## config.mk

```make
export PLATFORM = sky130hd
export DESIGN_NAME = spg_ctrl
export DESIGN_NICKNAME = d
export VERILOG_FILES = /design/src/spg_pkg.sv /design/src/spg_ctrl.sv
export VERILOG_INCLUDE_DIRS = /design/src
export SDC_FILE = /design/constraint.sdc
export NUM_CORES = 1
export LEC_CHECK = 0
export ABC_AREA = 1
export BUFFER_PORTS_ARGS = -buffer_cell sky130_fd_sc_hd__buf_4
export CORE_MARGIN = 3
export CORE_UTILIZATION = 50
export DETAILED_ROUTE_END_ITERATION = 7
export GPL_ROUTABILITY_DRIVEN = 0
export PLACE_DENSITY = 0.83
export SLEW_MARGIN = 20
export SYNTH_ARGS = -nofsm -noshare
export SYNTH_HDL_FRONTEND = slang
export SYNTH_SLANG_ARGS = --single-unit
```

## constraint.sdc

```tcl
create_clock -name sys_clk -period 1.7 [get_ports sys_clk]
set_input_delay 0.17 -clock sys_clk [delete_from_list [all_inputs] [get_ports sys_clk]]
set_output_delay 0.17 -clock sys_clk [all_outputs]
set_load 0.05 [all_outputs]
```

## src/spg_defs.svh

```systemverilog
`ifndef SPG_DEFS_SVH
`define SPG_DEFS_SVH

// core control register field positions
`define SPG_CCR_BROWNOUT_SLEEP_OFF 7
`define SPG_CCR_ARM 5
`define SPG_CCR_SM_HI 4
`define SPG_CCR_SM_LO 3
`define SPG_CCR_UNLOCK 2
`define SPG_CCR_RESET 8'h00

// power gate register field positions
`define SPG_PGR_TIMER1 3
`define SPG_PGR_TIMER0 2
`define SPG_PGR_SERIAL 1
`define SPG_PGR_ADC 0
`define SPG_PGR_RESET 4'h0

// sleep mode select encodings
`define SPG_SM_IDLE 2'h0
`define SPG_SM_NOISE 2'h1
`define SPG_SM_PDOWN 2'h2

// timed brown-out sleep sequence, in clock cycles
`define SPG_UNLOCK_WIN 3'h4
`define SPG_BROWNOUT_SLEEP_OFF_LEN 3'h6
`define SPG_BROWNOUT_SLEEP_OFF_HOLD 3'h3

// wake timing defaults, in clock cycles
`define SPG_WAKE_HALT 4
`define SPG_WAKE_CYC 16
`define SPG_RESET_WAKE_CYC 1024
`define SPG_VREF_START_CYC 40

`endif

```

## src/spg_pkg.sv

```systemverilog
package spg_pkg;

	typedef enum logic [2:0] {
		SPG_ACTIVE = 3'h0,
		SPG_IDLE = 3'h1,
		SPG_NOISE = 3'h2,
		SPG_PDOWN = 3'h3,
		SPG_WAKE = 3'h4
	} spg_mode_t;

	typedef struct packed {
		logic cpu;
		logic flash;
		logic io;
		logic adc;
		logic pck;
	} spg_clk_t;

	typedef struct packed {
		logic any_irq;
		logic adc_done_irq;
		logic spm_ready_irq;
		logic serial_start_irq;
		logic ext0_level_irq;
		logic pin_change_irq;
		logic wdt_reset_evt;
		logic bod_reset_evt;
	} spg_wake_t;

	typedef struct packed {
		spg_mode_t st;
		logic arm;
		logic [1:0] msel;
		logic [2:0] unlock_cnt;
		logic [2:0] brownout_sleep_off_cnt;
		logic [3:0] pgr;
		logic bod_off;
		logic [15:0] wake_cnt;
		logic [15:0] vref_cnt;
		logic adc_d;
		logic adc_ext;
	} spg_state_t;

endpackage

```

## src/spg_ctrl.sv

```systemverilog
`timescale 1ns/10ps
`include "spg_defs.svh"

module spg_ctrl
	import spg_pkg::*;
#(
	parameter int WAKE_CYC = `SPG_WAKE_CYC,
	parameter int RESET_WAKE_CYC = `SPG_RESET_WAKE_CYC,
	parameter int VREF_START_CYC = `SPG_VREF_START_CYC
) (
	// clock and reset
	input wire logic sys_clk,
	input wire logic rst,
	// core control register write and read
	input wire logic ccr_wr,
	input wire logic [7:0] ccr_wdata,
	output logic [7:0] ccr_rdata,
	// power gate register write and read
	input wire logic pgr_wr,
	input wire logic [7:0] pgr_wdata,
	output logic [7:0] pgr_rdata,
	// core sleep instruction and state
	input wire logic sleep_exec,
	output logic cpu_run,
	output logic sleeping,
	// wake sources
	input wire spg_wake_t wake_in,
	// fuses and peripheral enables
	input wire logic bod_fuse_en,
	input wire logic wdt_enable,
	input wire logic adc_enable,
	input wire logic acomp_enable,
	input wire logic adc_conv_start,
	// peripheral register access, one bit per gated peripheral
	input wire logic [3:0] periph_io_req,
	output logic [3:0] periph_io_ack,
	// port pin input buffers
	input wire logic [5:0] din_disable,
	input wire logic [5:0] wake_pin_mask,
	output logic [5:0] input_buf_en,
	// clock and analog controls
	output spg_clk_t clk_en,
	output logic [3:0] periph_clk_en,
	output logic osc_enable,
	output logic async_keep_en,
	output logic wdt_run,
	output logic bod_enable,
	output logic acomp_active,
	output logic adc_active,
	output logic adc_extended,
	output logic vref_enable,
	output logic vref_ready
);

	spg_state_t r_reg;
	spg_state_t r_next;
	logic brownout_sleep_off_bit;
	logic brownout_sleep_off_act;
	logic wake_hit;

	assign brownout_sleep_off_bit = (r_reg.brownout_sleep_off_cnt != 3'h0);
	assign brownout_sleep_off_act = brownout_sleep_off_bit && (r_reg.brownout_sleep_off_cnt <= `SPG_BROWNOUT_SLEEP_OFF_HOLD);

	// wake source filter per sleep mode
	always_comb begin
		case (r_reg.st)
			SPG_IDLE: begin
				wake_hit = wake_in.any_irq | wake_in.wdt_reset_evt | wake_in.bod_reset_evt;
			end
			SPG_NOISE: begin
				wake_hit = wake_in.adc_done_irq | wake_in.spm_ready_irq | wake_in.ext0_level_irq
					| wake_in.pin_change_irq | wake_in.wdt_reset_evt | wake_in.bod_reset_evt;
			end
			SPG_PDOWN: begin
				wake_hit = wake_in.serial_start_irq | wake_in.ext0_level_irq
					| wake_in.pin_change_irq | wake_in.wdt_reset_evt | wake_in.bod_reset_evt;
			end
			default: begin
				wake_hit = 1'b0;
			end
		endcase
	end

	always_comb begin
		r_next = r_reg;
		// timed unlock window and sleep-off bit count down on their own
		if (r_reg.unlock_cnt != 3'h0) begin
			r_next.unlock_cnt = r_reg.unlock_cnt - 3'h1;
		end
		if (brownout_sleep_off_bit) begin
			r_next.brownout_sleep_off_cnt = r_reg.brownout_sleep_off_cnt - 3'h1;
		end
		if (ccr_wr) begin
			r_next.arm = ccr_wdata[`SPG_CCR_ARM];
			r_next.msel = ccr_wdata[`SPG_CCR_SM_HI:`SPG_CCR_SM_LO];
			if (ccr_wdata[`SPG_CCR_BROWNOUT_SLEEP_OFF] && ccr_wdata[`SPG_CCR_UNLOCK]) begin
				r_next.unlock_cnt = `SPG_UNLOCK_WIN;
			end else if (ccr_wdata[`SPG_CCR_BROWNOUT_SLEEP_OFF] && (r_reg.unlock_cnt != 3'h0)) begin
				// a plain write of one outside the window is ignored
				r_next.brownout_sleep_off_cnt = `SPG_BROWNOUT_SLEEP_OFF_LEN;
				r_next.unlock_cnt = 3'h0;
			end
		end
		if (pgr_wr) begin
			r_next.pgr = pgr_wdata[3:0];
		end
		// converter re-enable marks the next conversion as extended
		r_next.adc_d = adc_enable;
		if (adc_enable && !r_reg.adc_d) begin
			r_next.adc_ext = 1'b1;
		end else if (adc_conv_start) begin
			r_next.adc_ext = 1'b0;
		end
		// reference start-up counter restarts whenever the reference drops
		if (!vref_enable) begin
			r_next.vref_cnt = 16'(VREF_START_CYC);
		end else if (r_reg.vref_cnt != 16'h0) begin
			r_next.vref_cnt = r_reg.vref_cnt - 16'h1;
		end
		case (r_reg.st)
			SPG_ACTIVE: begin
				if (sleep_exec && r_reg.arm) begin
					case (r_reg.msel)
						`SPG_SM_IDLE: r_next.st = SPG_IDLE;
						`SPG_SM_NOISE: r_next.st = SPG_NOISE;
						`SPG_SM_PDOWN: begin
							r_next.st = SPG_PDOWN;
							r_next.bod_off = brownout_sleep_off_act;
						end
						default: r_next.st = SPG_ACTIVE;
					endcase
				end
			end
			SPG_IDLE, SPG_NOISE, SPG_PDOWN: begin
				if (wake_hit) begin
					r_next.st = SPG_WAKE;
					r_next.bod_off = 1'b0;
					if (r_reg.st != SPG_PDOWN) begin
						r_next.wake_cnt = 16'(`SPG_WAKE_HALT);
					end else if (r_reg.bod_off) begin
						r_next.wake_cnt = 16'(RESET_WAKE_CYC + `SPG_WAKE_HALT);
					end else begin
						r_next.wake_cnt = 16'(WAKE_CYC + `SPG_WAKE_HALT);
					end
				end
			end
			SPG_WAKE: begin
				if (r_reg.wake_cnt <= 16'h1) begin
					r_next.st = SPG_ACTIVE;
					r_next.wake_cnt = 16'h0;
				end else begin
					r_next.wake_cnt = r_reg.wake_cnt - 16'h1;
				end
			end
			default: begin
				r_next.st = SPG_ACTIVE;
			end
		endcase
	end

	always_ff @(posedge sys_clk or posedge rst) begin
		if (rst) begin
			r_reg <= '{st: SPG_ACTIVE, arm: 1'b0, msel: 2'h0, unlock_cnt: 3'h0,
				brownout_sleep_off_cnt: 3'h0, pgr: `SPG_PGR_RESET, bod_off: 1'b0, wake_cnt: 16'h0,
				vref_cnt: 16'h0, adc_d: 1'b0, adc_ext: 1'b0};
		end else begin
			r_reg <= r_next;
		end
	end

	// register read views; unused and reserved bits read zero
	always_comb begin
		ccr_rdata = `SPG_CCR_RESET;
		ccr_rdata[`SPG_CCR_BROWNOUT_SLEEP_OFF] = brownout_sleep_off_bit;
		ccr_rdata[`SPG_CCR_ARM] = r_reg.arm;
		ccr_rdata[`SPG_CCR_SM_HI:`SPG_CCR_SM_LO] = r_reg.msel;
		ccr_rdata[`SPG_CCR_UNLOCK] = (r_reg.unlock_cnt != 3'h0);
	end
	assign pgr_rdata = {4'h0, r_reg.pgr};

	// clock domains per state; the wake period runs the oscillator but holds the core
	always_comb begin
		clk_en.cpu = (r_reg.st == SPG_ACTIVE);
		clk_en.flash = (r_reg.st == SPG_ACTIVE);
		clk_en.io = (r_reg.st == SPG_ACTIVE) || (r_reg.st == SPG_IDLE) || (r_reg.st == SPG_WAKE);
		clk_en.pck = clk_en.io;
		clk_en.adc = clk_en.io || (r_reg.st == SPG_NOISE);
	end
	assign osc_enable = (r_reg.st != SPG_PDOWN);
	assign async_keep_en = 1'b1;
	assign wdt_run = wdt_enable;
	assign cpu_run = clk_en.cpu;
	assign sleeping = (r_reg.st != SPG_ACTIVE) && (r_reg.st != SPG_WAKE);

	// gating only bites where the domain runs; a stopped clock freezes state, so
	// restoring it resumes exactly where it stopped
	assign periph_clk_en[`SPG_PGR_TIMER1] = clk_en.io && !r_reg.pgr[`SPG_PGR_TIMER1];
	assign periph_clk_en[`SPG_PGR_TIMER0] = clk_en.io && !r_reg.pgr[`SPG_PGR_TIMER0];
	assign periph_clk_en[`SPG_PGR_SERIAL] = clk_en.io && !r_reg.pgr[`SPG_PGR_SERIAL];
	assign periph_clk_en[`SPG_PGR_ADC] = clk_en.adc && !r_reg.pgr[`SPG_PGR_ADC];
	assign periph_io_ack = periph_io_req & periph_clk_en;

	// analog controls
	assign bod_enable = bod_fuse_en && !r_reg.bod_off;
	assign acomp_active = acomp_enable && (r_reg.st != SPG_PDOWN);
	assign adc_active = adc_enable;
	assign adc_extended = r_reg.adc_ext;
	assign vref_enable = bod_enable || acomp_active || adc_active;
	assign vref_ready = vref_enable && (r_reg.vref_cnt == 16'h0);

	// input buffers: only wake pins survive when both clocks stop
	assign input_buf_en = ~din_disable
		& ((clk_en.io || clk_en.adc) ? 6'h3F : wake_pin_mask);

	property p_pd_entry;
		@(posedge sys_clk) disable iff (rst)
		(r_reg.st == SPG_ACTIVE && sleep_exec && r_reg.arm && r_reg.msel == 2'h2)
			|=> (r_reg.st == SPG_PDOWN) && !osc_enable;
	endproperty
	a_pd_entry: assert property (p_pd_entry) else $error("power-down not entered");

	property p_unarmed;
		@(posedge sys_clk) disable iff (rst)
		(r_reg.st == SPG_ACTIVE && sleep_exec && !r_reg.arm) |=> cpu_run;
	endproperty
	a_unarmed: assert property (p_unarmed) else $error("unarmed sleep took effect");

	property p_pd_clocks;
		@(posedge sys_clk) disable iff (rst)
		(r_reg.st == SPG_PDOWN) |-> (clk_en == '0) && (periph_clk_en == 4'h0) && async_keep_en;
	endproperty
	a_pd_clocks: assert property (p_pd_clocks) else $error("clock running in power-down");

	property p_pd_wake;
		@(posedge sys_clk) disable iff (rst)
		(r_reg.st == SPG_PDOWN && !wake_in.serial_start_irq && !wake_in.ext0_level_irq
			&& !wake_in.pin_change_irq && !wake_in.wdt_reset_evt && !wake_in.bod_reset_evt)
			|=> (r_reg.st == SPG_PDOWN);
	endproperty
	a_pd_wake: assert property (p_pd_wake) else $error("power-down left without wake");

	property p_bod_off;
		@(posedge sys_clk) disable iff (rst)
		(r_reg.st == SPG_ACTIVE && sleep_exec && r_reg.arm && brownout_sleep_off_act)
			|=> (r_reg.msel == 2'h2) ? !bod_enable : (bod_enable == bod_fuse_en);
	endproperty
	a_bod_off: assert property (p_bod_off) else $error("brown-out shutdown wrong");

	property p_bod_back;
		@(posedge sys_clk) disable iff (rst)
		(r_reg.st == SPG_PDOWN && r_reg.bod_off && wake_hit)
			|=> (bod_enable == bod_fuse_en) && (r_reg.wake_cnt == 16'(RESET_WAKE_CYC + 4));
	endproperty
	a_bod_back: assert property (p_bod_back) else $error("wake after brown-out off wrong");

	property p_brownout_sleep_off_seq;
		@(posedge sys_clk) disable iff (rst)
		$rose(brownout_sleep_off_bit) |-> !brownout_sleep_off_act ##3 brownout_sleep_off_act [*3] ##1 !brownout_sleep_off_bit;
	endproperty
	a_brownout_sleep_off_seq: assert property (p_brownout_sleep_off_seq) else $error("sleep-off bit timing wrong");

	property p_gate;
		@(posedge sys_clk) disable iff (rst)
		(r_reg.st == SPG_ACTIVE) |-> (periph_clk_en == ~r_reg.pgr) && (pgr_rdata[7:4] == 4'h0);
	endproperty
	a_gate: assert property (p_gate) else $error("gating mismatch in active");

	property p_gate_sleep;
		@(posedge sys_clk) disable iff (rst)
		(r_reg.st == SPG_IDLE) |-> (periph_clk_en == ~r_reg.pgr);
	endproperty
	a_gate_sleep: assert property (p_gate_sleep) else $error("gating mismatch in idle");

	property p_io_block;
		@(posedge sys_clk) disable iff (rst)
		$rose(r_reg.pgr[0]) |-> !periph_io_ack[0];
	endproperty
	a_io_block: assert property (p_io_block) else $error("gated converter answered");

	property p_acomp;
		@(posedge sys_clk) disable iff (rst)
		(r_reg.st == SPG_PDOWN) |-> !acomp_active && (vref_enable == (bod_enable || adc_enable));
	endproperty
	a_acomp: assert property (p_acomp) else $error("comparator active in power-down");

	property p_vref_keep;
		@(posedge sys_clk) disable iff (rst)
		(vref_ready && $past(vref_enable) && vref_enable) |=> vref_enable |-> vref_ready;
	endproperty
	a_vref_keep: assert property (p_vref_keep) else $error("reference lost readiness");

	property p_inbuf;
		@(posedge sys_clk) disable iff (rst)
		(r_reg.st == SPG_PDOWN) |-> (input_buf_en == (wake_pin_mask & ~din_disable));
	endproperty
	a_inbuf: assert property (p_inbuf) else $error("input buffers wrong in power-down");

endmodule

```

---- Yosys cells after proc, flatten, opt, wreduce, memory -nomap -nowiden ----
Index checks and enable logic that the tools add are counted.
storage, ports and cells
  flip-flop bits (word level) ............. 51
  bits in latches ......................... 0
  memory bits (writable) .................. 0
  memory bits (read-only) ................. 0
  input port bits ......................... 50
  output and inout port bits .............. 46
  logic and storage cells ................. 108
  memories ................................ 0
cells by class
  $add $sub $neg .......................... 4
  multipliers ............................. 0
  divide/modulo/power cells ............... 0
  order comparisons ....................... 2
  equal/unequal tests ..................... 13
  shifts and indexed selects .............. 0
  muxes and demuxes ....................... 25
  bitwise operators ....................... 14
  reduce and logical (&&, ||, !) cells .... 39
operators with widths
  kind                                                                               count
  16-bit two-way mux                                                                 4
  16-bit one-hot mux with 2 select lines                                             1
  16-bit by 1-bit subtractor with 16-bit output, second input constant               2
  3-bit two-way mux                                                                  7
  6-bit two-way mux                                                                  3
  17-bit two-way mux                                                                 1
  16-bit by 1-bit less-or-equal comparator with 1-bit output, second input constant  1
  16-bit logical NOT                                                                 1
  16-bit nonzero test                                                                1
  1-bit logical AND                                                                  13
  11-bit two-way mux                                                                 1
  1-bit OR                                                                           11
  3-bit one-hot mux with 3 select lines                                              1
  3-bit nonzero test                                                                 3
  6-bit AND                                                                          1
  3-bit by 2-bit == test with 1-bit output, second input constant                    2
  1-bit logical NOT                                                                  6
  1-bit logical OR                                                                   6
  2-bit by 1-bit inequality test with 1-bit output, second input constant            3
  6-bit inverter                                                                     1
  2-bit one-hot mux with 3 select lines                                              1
  2-bit nonzero test                                                                 3
  3-bit by 1-bit subtractor with 3-bit output, second input constant                 2
  4-bit AND                                                                          1
  17 further kinds                                                                   21

---- Logic depth before layout (Yosys ltp) ----
Gate-level depths: netlist of the first run.
  word-level depth ........................ 8
  gate-level depth with buffers ........... 11
  mapped depth without buffers ............ 11

---- Least setup slack after synthesis of the first run ----
Ideal clock, no wire load.
  path kind ............................... flip-flop to output port
  from .................................... register r_reg[50] in the netlist's numbering
  to ...................................... output port periph_io_ack[1]
  arrival time ............................ 1.837 ns
  required time ........................... 1.530 ns
  setup slack ............................. -0.307 ns
  stages on the path, launching flop included .. 4
  path buffers ............................ 0
  cells stage by stage .................... dfrtp_1 > inv_2 > o21ai_2 > nor3b_1
between the ends
  longest elaborated chain between the ends .. 5
  elaborated cells between the ends (all ways) .. 7
  those cells by class .................... eq/ne (2); bitwise (1); reduce/logical (4)
RTL lines
  item                                                                                  RTL line         RTL
  from (decl)                                                                           spg_ctrl.sv:55   spg_state_t r_reg;
  from (signal assigned)                                                                spg_ctrl.sv:163  r_reg <= '{st: SPG_ACTIVE, arm: 1'b0, msel: 2'h0, unlock_cnt: 3'h0,
  from (signal assigned)                                                                spg_ctrl.sv:167  r_reg <= r_next;
  3-bit by 1-bit == test with 1-bit output / 3-bit logical NOT (equally long branches)  spg_ctrl.sv:185  clk_en.io = (r_reg.st == SPG_ACTIVE) || (r_reg.st == SPG_IDLE) || (r_reg.st == SPG_WAKE);
  1-bit logical OR                                                                      spg_ctrl.sv:185
  1-bit logical OR (*)                                                                  spg_ctrl.sv:185
  1-bit logical AND (*)                                                                 spg_ctrl.sv:199  assign periph_clk_en[`SPG_PGR_SERIAL] = clk_en.io && !r_reg.pgr[`SPG_PGR_SERIAL];
  4-bit AND (*)                                                                         spg_ctrl.sv:201  assign periph_io_ack = periph_io_req & periph_clk_en;
  to (decl)                                                                             spg_ctrl.sv:36   output logic [3:0] periph_io_ack,
Every way passes the cells marked *; elsewhere a longest branch is shown, timed or not.

---- Final worst setup path of the first run ----
  from .................................... register r_reg[7] in the netlist's numbering
  to ...................................... output port vref_ready
between the ends
  longest elaborated chain between the ends .. 2
RTL lines
  item                RTL line         RTL
  16-bit logical NOT  spg_ctrl.sv:209  assign vref_ready = vref_enable && (r_reg.vref_cnt == 16'h0);
  1-bit logical AND   spg_ctrl.sv:209
  to (decl)           spg_ctrl.sv:52   output logic vref_ready
No other way between the ends.

==> results summary, run 1 <==
STA classifies the critical path endpoint as an output port. The checks that failed: setup timing. The adder and majority cell fraction of the synthesized area came out at 4.31%. The minimum period implied by the final worst setup slack came out at 1790 ps. The number of buffers inserted during clock tree synthesis came out at 5.

The count of warnings emitted by yosys came out at 0. The combinational share of power came out at 52.4%. The setup-violating endpoint count in the final report came out at 13. The top achievable clock speed came out at 558 MHz.

The top-area cell type share of the netlist area came out at 36.7%. The remaining global-route overflow came out at 0. Yosys attributes the largest share of cell area to sky130_fd_sc_hd__dfrtp_1, sky130_fd_sc_hd__nand2_1, sky130_fd_sc_hd__nor2_1, sky130_fd_sc_hd__inv_1, sky130_fd_sc_hd__buf_4. The synthesized netlist devotes 4.02% of its cell area to XOR and XNOR gates. The endpoint arrival time on the critical path came out at 1620 ps. In this run, synthesis inferred 0 flip-flops with an integrated enable.

VDD sags by at most 0.00121 V. Of all cell types, the one taking the most synthesized area is sky130_fd_sc_hd__dfrtp_1. STA classifies the critical path startpoint as a register. The final route contains 3412 vias.

The final-layout setup total negative slack is -560 ps. The pre-CTS setup slack is 49.1 ps. The detail-routed via count per cell came out at 5.30. The basic-gate share of the synthesized area counting and, or, nand and nor cells came out at 33.4%. The analysis attributes to cell leakage a power of 2.37 nW. The power density over the cells came out at 1120 nW/um^2.

The deepest level of the CTS H-tree came out at 2. The remaining design rule violation count is 0. For this run, the detailed router's first-pass iteration total came to 5. The worst hold path belongs to the class in -> reg. The number of port buffers came out at 78. Data on the critical path is required at its endpoint by 1530 ps. The count of antenna diodes in the layout is 0. The effective utilization at floorplan is 53.3%. The violation count after the first detailed-route iteration came out at 197.

The clock-pin slew on the worst setup and hold paths is 100 ps. The commonest register cell after synthesis is sky130_fd_sc_hd__dfrtp_1. The post-detailed-placement half-perimeter wirelength came out at 6.12 mm. The async set-or-reset flop fraction in the synthesized netlist is 100%. The cell depth of the worst min-delay path came out at 1. The sequential share of power came out at 33.8%.

The tool flagged a number of max-cap violations equal to 0. The number of rows created at floorplan is 29. The area of the placeable core came out at 6530 um^2.

The die is 89.5 um wide. The aggregate global-route resource usage is 22.1%. The synthesized instance count is 456. The first-pass GRT wire length came out at 13.9 mm. The mux contribution to synthesized area is 0.970%.

The synthesized area came out at 3480 um^2. Averaged over all synthesized cells, the footprint is 7.64 um^2. The filler cell count in the final layout is 468. The largest buffer count on any clock path came out at 2.

The layout cell share with drive strength beyond 1 is 35.1%. The fraction of power spent switching nets came out at 43.7%. The wire length after detailed routing came out at 9.34 mm. The pin count of the biggest net entering global routing came out at 34. The run finished, with violations left. The net switching power of the design came out at 0.00230 W. The insertion delay to the later sink of the worst-skew pair came out at 310 ps.

The maximum fanout along the worst path is 4. The share of the clock period used by the worst path after layout is 105%. The detail route stage leaves a number of antenna-violating nets equal to 0. TritonCTS built the clock tree. The number of flip-flops under the largest register name came out at 43.

Pin placement for this block handled 96 I/O pins. Once layout is complete, the utilization of the core stands at 72.2%. The compound-cell area share of the yosys netlist is 7.73%. The final layout contains 628 nets. The placed cell area came out at 4090 um^2. The number of antenna violations at the first check in global routing came to 0. The clock power share is 13.8%. Setup slack on the critical path of the routed design comes to -91.9 ps. The number of synthesized register bits came out at 51. The tree is rooted in a sky130_fd_sc_hd__clkbuf_8. The total count of hold-check failures in the final report came to 0. By area, the combinational part of the netlist is dominated by simple AND/OR/NAND/NOR gates. Setup repair after global routing could not meet its margin everywhere. Yosys mapped the design onto 38 distinct sky130hd cell types. The number of global-route vias before repair came out at 3174. Counting every sink on the clock net gives 51.

The setup path with the least slack is of type reg -> out. The final setup skew is 4.55 ps. The area of all placed cells without fillers came out at 4720 um^2. The max-slew violation count came out at 0. For this run, the register share of the synthesized area comes to 36.7%. The area enclosed by the die boundary is 8000 um^2. The vertical die dimension is 89.5 um.

Dividing the detail-routed wire length by the instance count gives 14.5 um. The total internal power came out at 0.00296 W. The cell count of the worst reg-to-reg path came out at 8.

The layout overhead on the synthesized area is 35.4%.
[through the flow]
stage / total power, W / hold slack, ps / instances
2_1_floorplan: 0.00352 / 201 / 462
3_3_place_gp: 0.00399 / 202 / 603
3_5_place_dp: 0.00410 / 208 / 603
4_1_cts: 0.00502 / 14.0 / 629
5_1_grt: 0.00563 / 12.2 / 644
6_report: 0.00527 / 17.1 / 644
[placed cells by master (no fill, tap or decap), drive strengths merged, types with 5 or more instances in the layout]
master and n:
nand4 11, nor3 10, buf 119, o21bai 7, nor2 76, o21ai 25
or2 5, xor2 14, inv 65, clkbuf 5, nand2 100, nand3 30
conb 8, ha 12, dfrtp 51, o22ai 5
[cell families (layout without fill, tap and decap cells)]
group | count (synthesis) | after routing
XOR/XNOR | 16 | 16
AO/OA/AOI/OAI | 43 | 44
other | 2 | 8
flip-flops | 51 | 51
multiplexers | 3 | 3
AND/OR/NAND/NOR | 240 | 240
adder cells (fa/ha/maj) | 12 | 12
buffers and inverters | 89 | 193
[synthesized netlist by cell type, types with 7 or more instances]
master / n
sky130_fd_sc_hd__nand3_1: 29
sky130_fd_sc_hd__xor2_1: 14
sky130_fd_sc_hd__nor2_4: 7
sky130_fd_sc_hd__nor2_1: 65
sky130_fd_sc_hd__nand2_1: 94
sky130_fd_sc_hd__buf_4: 21
sky130_fd_sc_hd__o21ai_1: 8
sky130_fd_sc_hd__dfrtp_1: 51
sky130_fd_sc_hd__nand4_1: 11
sky130_fd_sc_hd__inv_1: 60
sky130_fd_sc_hd__o21ai_0: 13
sky130_fd_sc_hd__ha_1: 12
sky130_fd_sc_hd__o21bai_1: 7
[layout make-up]
type                    instances  area, um^2  share of cell area, %
clock inverters                 3        23.8                  0.504
repair buffers                120        1050                   22.3
clock buffers                   5        68.8                   1.46
inverters                      65         262                   5.55
well taps                      77        96.3                   2.04
multi-input cells             323        1930                   41.0
flip-flops and latches         51        1280                   27.2
[critical path, stage by stage, from the launching register on]
cell                      delay [ps]
sky130_fd_sc_hd__dfrtp_2         460
sky130_fd_sc_hd__nor2_4          160
sky130_fd_sc_hd__inv_2            70
sky130_fd_sc_hd__nor3_2          180
sky130_fd_sc_hd__nand4_1         170
sky130_fd_sc_hd__nor2_4          130
sky130_fd_sc_hd__buf_8           150
[power by group through the flow]
stage | Sequential, W | Clock [W] | Combinational (W)
floorplan | 0.00171 | 0 | 0.00181
global placement | 0.00175 | 0 | 0.00224
detailed placement | 0.00177 | 0 | 0.00234
CTS | 0.00174 | 0.000750 | 0.00253
global route | 0.00181 | 0.000806 | 0.00301
finish | 0.00178 | 0.000726 | 0.00276
[layer usage]
| layer | GRT usage, % | vias to the layer above | part of all wire [%] |
|---|---|---|---|
| met4 | 8.53 | 0 | 3.1 |
| met5 | 0 | - | 0 |
| met1 | 27.1 | 1565 | 40 |
| met3 | 3.32 | 33 | 6.9 |
| li1 | - | 1640 | - |
| met2 | 39.0 | 174 | 50 |
[path summary, 6_finish.rpt]
path,from,endpoint,slack [ps]
worst min register to register,r_reg[1]$_DFF_PP0_,adc_extended$_DFFE_PP0P_,460
worst max register to register,r_reg[2]$_DFFE_PP0N_,r_reg[16]$_DFFE_PP0N_,-80
worst max-delay path,r_reg[7]$_DFFE_PP0N_,vref_ready,-90
min in group asynchronous,rst,r_reg[41]$_DFF_PP0_,410
worst min-delay path,adc_enable,r_reg[1]$_DFF_PP0_,20
max in group asynchronous,rst,r_reg[7]$_DFFE_PP0N_,760
[timing repair]
| item | in CTS | in global routing |
|---|---|---|
| hold buffers | 1 | 0 |
| pin swaps | 8 | 13 |
| gates resized for setup | 27 | 46 |
| endpoints found under the hold margin | 18 | 0 |
| buffers inserted | 16 | 15 |
| setup endpoints to repair | 19 | 52 |
| cloned | 1 | 0 |
Note: power is estimated with default switching activity, not from simulation.
==> run 2: changes to the inputs <==
CORE_ASPECT_RATIO = 1.75   (was unset)
REMOVE_ABC_BUFFERS = 1   (was unset)
==> run 2 against run 1 <==
  * The run still ends with setup timing left
  * Sequential cell count is the same
  * Worst setup slack gained 64 ps
  * Cell count grew 0.31%
  * Critical endpoint is now vref_enable
  * Largest cell class unchanged
==> results summary, run 2 (same netlist as run 1, synthesis figures left out) <==
The pin count of the biggest net entering global routing came out at 37 (+8.8%). The area taken by flip-flops and latches was 1280 um^2 (-0.19%). The wire length per cell after detailed routing is 14.9 um (+2.6%). The first-pass GRT wire length was 14.8 mm (+6.5%). The residual antenna-violating net count after detailed routing is 0 (unchanged). The TritonCTS clock tree is built.

The deepest level of the CTS H-tree came out at 2 (unchanged). The aggregate global-route resource usage is 22.8% (+0.67 points). The checks that failed: setup timing.

The leakage power figure came out at 2.38 nW (+0.53%). The layout cell share with drive strength beyond 1 is 33.9% (-1.2 points). The remaining global-route overflow is 0 (unchanged). Setup repair after global routing could not meet its margin everywhere. The multi-input combinational cell area was 1910 um^2 (-1.2%). The most crowded layer after global routing is met2. The remaining design rule violation count is 0 (unchanged). The worst hold path startpoint is adc_enable.

The number of global-route vias before repair came out at 3374 (+6.3%). The detail-routed via count per cell came out at 5.28 (-0.37%). The max-slew violation count is 0 (unchanged). STA classifies the critical path endpoint as an output port.

The cell count of the worst reg-to-reg path is 9 (+1). The die width came out at 69.1 um (-23%). The final-layout setup total negative slack is -63.4 ps (+497 ps). The effective utilization at floorplan is 52.5% (-0.84 points). The endpoint arrival time on the critical path came out at 1560 ps (-60 ps).

The number of antenna violations at the first check in global routing is 0 (unchanged). The run finished, with violations left. The filler cell count in the final layout came out at 507 (+8.3%). The wire length after detailed routing is 9.61 mm (+2.9%). The first-pass iteration count of the detailed router came out at 7 (+2).

The share of the clock period used by the worst path after layout is 102% (-3.8 points). The insertion delay to the later sink of the worst-skew pair is 300 ps (about the same). The total count of hold-check failures in the final report came to 0 (unchanged). The required time of the critical path is 1530 ps (about the same). The setup-violating endpoint count in the final report is 3 (-10). The maximum fanout along the worst path came out at 4 (unchanged).

The endpoint identified for the worst register-to-register timing path is r_reg[8]$_DFFE_PP0N_. The startpoint of the worst register-to-register path is r_reg[2]$_DFFE_PP0N_. The worst hold path belongs to the class in -> reg. The max-cap check violation count is 0 (unchanged). The largest buffer count on any clock path came out at 2 (unchanged).

The final setup skew came to 5.83 ps (+1.29 ps). The number of buffers inserted during clock tree synthesis came out at 5 (unchanged). The post-detailed-placement half-perimeter wirelength was 6.55 mm (+7.1%). The library cell used most frequently in the layout, excluding fill and tap cells, is sky130_fd_sc_hd__buf_4. The violation count after the first detailed-route iteration is 220 (+12%). The flop-to-flop setup slack came out at 20 ps (+100 ps).

The area of all placed cells without fillers came out at 4700 um^2 (-0.40%). The layout overhead on the synthesized area came out at 34.9%. The pre-CTS setup slack is 69.8 ps (+20.6 ps). The number of top-level pins is 96 (unchanged). The type of element launching the critical path is a register. The top achievable clock speed came out at 579 MHz (+3.7%).

The area enclosed by the die boundary was 8040 um^2 (+0.50%). The vertical die dimension is 116 um (+30%). The number of rows created at floorplan is 39 (+34%).

The global routing met3 resource utilization is 4.74% (+1.4 points). The placed cell area came out at 4110 um^2 (+0.46%). The area of the placeable core came out at 6640 um^2 (+1.6%).

Leaving out fill and tap cells, the most frequent cells in the layout are sky130_fd_sc_hd__buf_4, sky130_fd_sc_hd__nand2_1, sky130_fd_sc_hd__nor2_1. The routing usage on met1 came to 21.7% (-5.4 points). The count of antenna diodes in the layout is 0 (unchanged). The number of sinks driven by the clock tree came out at 51 (unchanged). The met2 track utilization from global routing was 44.8% (+5.7 points). The worst vdd rail ir drop came out at 0.00131 V (+7.8%).

The worst hold path terminates at r_reg[1]$_DFF_PP0_. The cell depth of the worst min-delay path was 1 (unchanged). The total number of vias came out at 3410 (-0.059%). The final worst setup slack came out at -28.2 ps (+63.8 ps).

The clock-pin slew on the worst setup and hold paths was 70 ps (-30 ps). The number of port buffers came to 78 (unchanged). The minimum period implied by the final worst setup slack is 1730 ps (-63.8 ps). The number of nets at the end of the flow is 625 (-0.48%). The number of flip-flops under the largest register name came out at 43 (unchanged). The cell sitting at the root of the clock tree is a sky130_fd_sc_hd__clkbuf_16. The power density over the cells is 1170 nW/um^2 (+4.7%). The total power came to 0.00549 W (+4.3%). The critical path in this run is classified as reg -> out.
==> run 2: power breakdown <==
| group | internal, W | switching (W) | leakage [nW] |
|---|---|---|---|
| sequential | 0.00149 | 0.000289 | 0.589 |
| clock | 0.000627 | 0.000465 | 0.0761 |
| combinational | 0.00113 | 0.00149 | 1.72 |
==> run 2: cell type report <==
cell class,count,area share [%]
Timing Repair Buffer,117,21.1
Tap cell,82,2.18
Inverter,65,5.41
Clock inverter,1,0.160
Multi-Input combinational cell,323,40.7
Sequential cell,51,27.3
Clock buffer,7,3.25
==> run 2: stage by stage <==
stage	hold WS [ps]	utilization (%)	instances
after floorplan	201	-	438
after global placement	171	62.0	611
after detailed placement	183	62.0	611
after CTS	33.7	67.4	633
after global routing	31.7	70.8	646
final	43.0	70.8	646
==> run 2: critical path, stage by stage (launching register included) <==
cell,delay (ps)
sky130_fd_sc_hd__dfrtp_1,410
sky130_fd_sc_hd__inv_2,130
sky130_fd_sc_hd__nand2_4,70
sky130_fd_sc_hd__nor2_4,130
sky130_fd_sc_hd__nor2_4,60
sky130_fd_sc_hd__nor2_4,90
sky130_fd_sc_hd__nand2_4,90
sky130_fd_sc_hd__buf_6,140
sky130_fd_sc_hd__buf_8,140
==> run 2: how the worst max path moves through the flow <==
stage	startpoint	to	slack, ps	cells after the start
after floorplan	r_reg[48]$_DFFE_PP0P_	r_reg[34]$_DFFE_PP0P_	-500	6
after global placement	r_reg[18]$_DFFE_PP0P_	r_reg[48]$_DFFE_PP0P_	120	9
after detailed placement	r_reg[18]$_DFFE_PP0P_	r_reg[49]$_DFFE_PP0P_	70	9
after CTS	r_reg[50]$_DFFE_PP0P_	vref_enable	-30	8
after global routing	r_reg[50]$_DFFE_PP0P_	input_buf_en[1]	-80	6
final	r_reg[50]$_DFFE_PP0P_	vref_enable	-30	8
==> run 2: what timing repair did <==
item | CTS | global route
gates cloned | 0 | 1
endpoints found under the hold margin | 15 | 0
pin swaps | 5 | 7
resized for setup | 27 | 28
hold buffers | 1 | 0
setup buffers | 13 | 12
setup endpoints to repair | 13 | 45
==> run 2: per-layer routing <==
| layer | up-vias | routed length (um) |
|---|---|---|
| li1 | 1634 | - |
| met1 | 1632 | 3180 |
| met2 | 111 | 5540 |
| met3 | 33 | 435 |
| met4 | 0 | 444 |
| met5 | - | 0 |
==> run 3: changes to the inputs <==
PLACE_DENSITY = 0.77   (was 0.83)
==> run 3 against run 2 <==
  * The flow still finishes with violations (setup timing)
  * Wire length shrank 5.4%
  * Global-route usage down 0.61 points
  * Cell count is 1.2% lower
  * Via count decreased by 3.7%
  * Register-to-register slack improved by 60 ps
  * Clock skew grew 1.9 ps
  * Core utilization decreased by 1.5 points
  * Sequential share of layout area rose by 0.57 points
  * Critical endpoint is now clk_en[0]
  * Count of clock-buffer cells in the layout is 2 lower
  * Highest routed layer unchanged
  * Critical path depth is 3 lower
  * Maximum frequency decreased by 2.1%
  * Cell area is 2.1% lower
  * Largest cell class unchanged
==> results summary, run 3 (same netlist as run 1, synthesis figures left out) <==
The effective utilization at floorplan came out at 52.5% (unchanged). The number of sinks driven by the clock tree was 51 (unchanged). The pin count of the biggest net entering global routing came to 19 (-49%). The top cell types in the final layout, fill and taps aside, are sky130_fd_sc_hd__buf_4, sky130_fd_sc_hd__nand2_1, sky130_fd_sc_hd__nor2_1. The combinational share of power came out at 45.8% (-1.9 points). The power density over the cells is 1180 nW/um^2 (+0.79%). The clock-pin slew on the worst setup and hold paths is 70 ps (about the same). The vertical die dimension was 116 um (unchanged). The total count of hold-check failures in the final report came out at 0 (unchanged).

The top achievable clock speed is 567 MHz (-2.1%). The number of port buffers is 78 (unchanged). The critical path ends at clk_en[0]. The aggregate global-route resource usage was 22.2% (-0.61 points). The placed cell area was 4110 um^2 (about the same). The layout cell share with drive strength beyond 1 is 31.5% (-2.4 points). The remaining design rule violation count is 0 (unchanged). The largest buffer count on any clock path came out at 2 (unchanged). The wire length after detailed routing is 9.09 mm (-5.4%). The share of the clock period used by the worst path after layout was 104% (+2.2 points). The endpoint arrival time on the critical path is 1590 ps (+30 ps). The sequential share of power came out at 32.6% (+0.2 points).

The first-pass iteration count of the detailed router is 4 (-3). The setup-violating endpoint count in the final report was 18 (+15). The maximum fanout along the worst path came out at 7 (+3). The final-layout setup total negative slack is -814 ps (-750 ps). In this run the worst hold path is classified as in -> reg. The area enclosed by the die boundary was 8040 um^2 (unchanged). The die width is 69.1 um (unchanged).

The area of the placeable core was 6640 um^2 (unchanged). The detail-routed via count per cell came to 5.15 (-2.5%). The fraction of power spent switching nets came to 40.3% (-0.63 points).

The final cell count without fillers is 638 (-1.2%). The placed cell count is 613 (+0.33%). The number of top-level pins is 96 (unchanged). The violation count after the first detailed-route iteration came to 119 (-46%).

The number of buffers inserted during clock tree synthesis came out at 5 (unchanged). The number of nets at the end of the flow was 617 (-1.3%). The remaining global-route overflow came out at 0 (unchanged). The flop-to-flop setup slack was 80 ps (+60 ps). The type of element launching the critical path is a register. The residual antenna-violating net count after detailed routing came out at 0 (unchanged). The post-detailed-placement half-perimeter wirelength came out at 6.57 mm (+0.30%).

The cell count of the worst reg-to-reg path is 9 (unchanged). Setup repair after global routing could not meet its margin everywhere. In this run the worst setup path begins at r_reg[48]$_DFFE_PP0P_. The net switching power of the design came out at 0.00218 W (-2.9%). The library cell used most frequently in the layout, excluding fill and tap cells, is sky130_fd_sc_hd__buf_4. The TritonCTS clock tree is built. The total number of vias came out at 3284 (-3.7%). The final worst setup slack came out at -65.0 ps (-36.8 ps).

The clock power share was 21.6% (+1.7 points). The startpoint identified for the worst register-to-register timing path is r_reg[2]$_DFFE_PP0N_. Compared with the post-synthesis result, the final layout area differs by 32.0%. The leakage power figure was 2.34 nW (-1.8%).

The count of antenna diodes in the layout came out at 0 (unchanged). The area of all placed cells without fillers came out at 4600 um^2 (-2.1%). The final setup skew came out at 7.74 ps (+1.91 ps).

The minimum period implied by the final worst setup slack is 1760 ps (+36.8 ps). The max-slew violation count was 0 (unchanged). The worst hold path startpoint is adc_enable. The terminus of the critical flop-to-flop path is r_reg[17]$_DFFE_PP0N_.

The worst setup path is captured at an output port. The pre-CTS setup slack is 41.9 ps (-27.9 ps). The checks that failed: setup timing. The critical path is of the reg -> out type.

The max-cap check violation count came to 0 (unchanged). The number of rows created at floorplan is 39 (unchanged). The worst vdd rail ir drop came out at 0.00121 V (-7.3%).

The number of antenna violations at the first check in global routing came out at 0 (unchanged). The number of flip-flops under the largest register name is 43 (unchanged). The total internal power came to 0.00324 W (-0.31%). The wire length per cell after detailed routing came to 14.2 um (-4.2%).

The number of global-route vias before repair came out at 3124 (-7.4%). The insertion delay to the later sink of the worst-skew pair came out at 300 ps (about the same). The tree is rooted in a sky130_fd_sc_hd__clkbuf_16.

The flow ran to the end, but the final reports show violations. The required time of the critical path was 1530 ps (about the same). The first-pass GRT wire length came to 14.3 mm (-3.3%). The deepest level of the CTS H-tree came to 2 (unchanged).

The share of the core filled with cells in the final layout came out at 69.3% (-1.5 points).
==> run 3: area by class of cell <==
cell class,instances,area (um^2)
fillers,561,2040
well taps,82,103
multi-input cells,323,1890
repair buffers,109,900
clock inverters,3,43.8
flip-flops and latches,51,1280
clock buffers,5,125
inverters,65,259
==> run 3: metrics by stage <==
stage                     hold slack [ps]  total power [W]
final                                34.8          0.00542
after global routing                 32.0          0.00581
after CTS                            34.2          0.00540
after detailed placement              187          0.00408
after global placement                187          0.00401
after floorplan                       201          0.00345
==> run 3: critical path: stages, from the launching register on <==
cell and delay (ps):
sky130_fd_sc_hd__dfrtp_2 470, sky130_fd_sc_hd__inv_4 80, sky130_fd_sc_hd__o21ai_4 240, sky130_fd_sc_hd__buf_4 240
sky130_fd_sc_hd__inv_1 70, sky130_fd_sc_hd__buf_4 190
==> run 3: layer usage <==
| metal | vias to the layer above | part of all wire (%) | track usage (%) |
|---|---|---|---|
| met3 | 26 | 4.0 | 3.27 |
| met5 | - | 0 | 0 |
| met4 | 0 | 3.7 | 11.6 |
| li1 | 1627 | - | - |
| met2 | 99 | 57 | 41.6 |
| met1 | 1532 | 36 | 24.0 |
==> run 3: repair_timing <==
item,CTS,global route
gates cloned,0,1
endpoints found under the setup margin,13,28
gates resized for setup,20,21
endpoints found under the hold margin,15,0
setup buffers,10,5
hold buffers,1,0
pin swaps,5,9
==> run 3: power by group through the flow <==
stage,Sequential [W],Clock (W),Combinational (W)
after CTS,0.00176,0.00118,0.00246
after detailed placement,0.00176,0,0.00232
final,0.00177,0.00117,0.00248
after global placement,0.00176,0,0.00225
after global routing,0.00180,0.00123,0.00277
after floorplan,0.00177,0,0.00168
==> run 3: worst min path at each step <==
stage / to / slack, ps / cells past startpoint
after floorplan: r_reg[1]$_DFF_PP0_ / 200 / 0
after global placement: r_reg[8]$_DFFE_PP0N_ / 190 / 2
after detailed placement: r_reg[8]$_DFFE_PP0N_ / 190 / 2
after CTS: r_reg[1]$_DFF_PP0_ / 30 / 1
after global routing: r_reg[1]$_DFF_PP0_ / 30 / 1
final: r_reg[1]$_DFF_PP0_ / 30 / 1
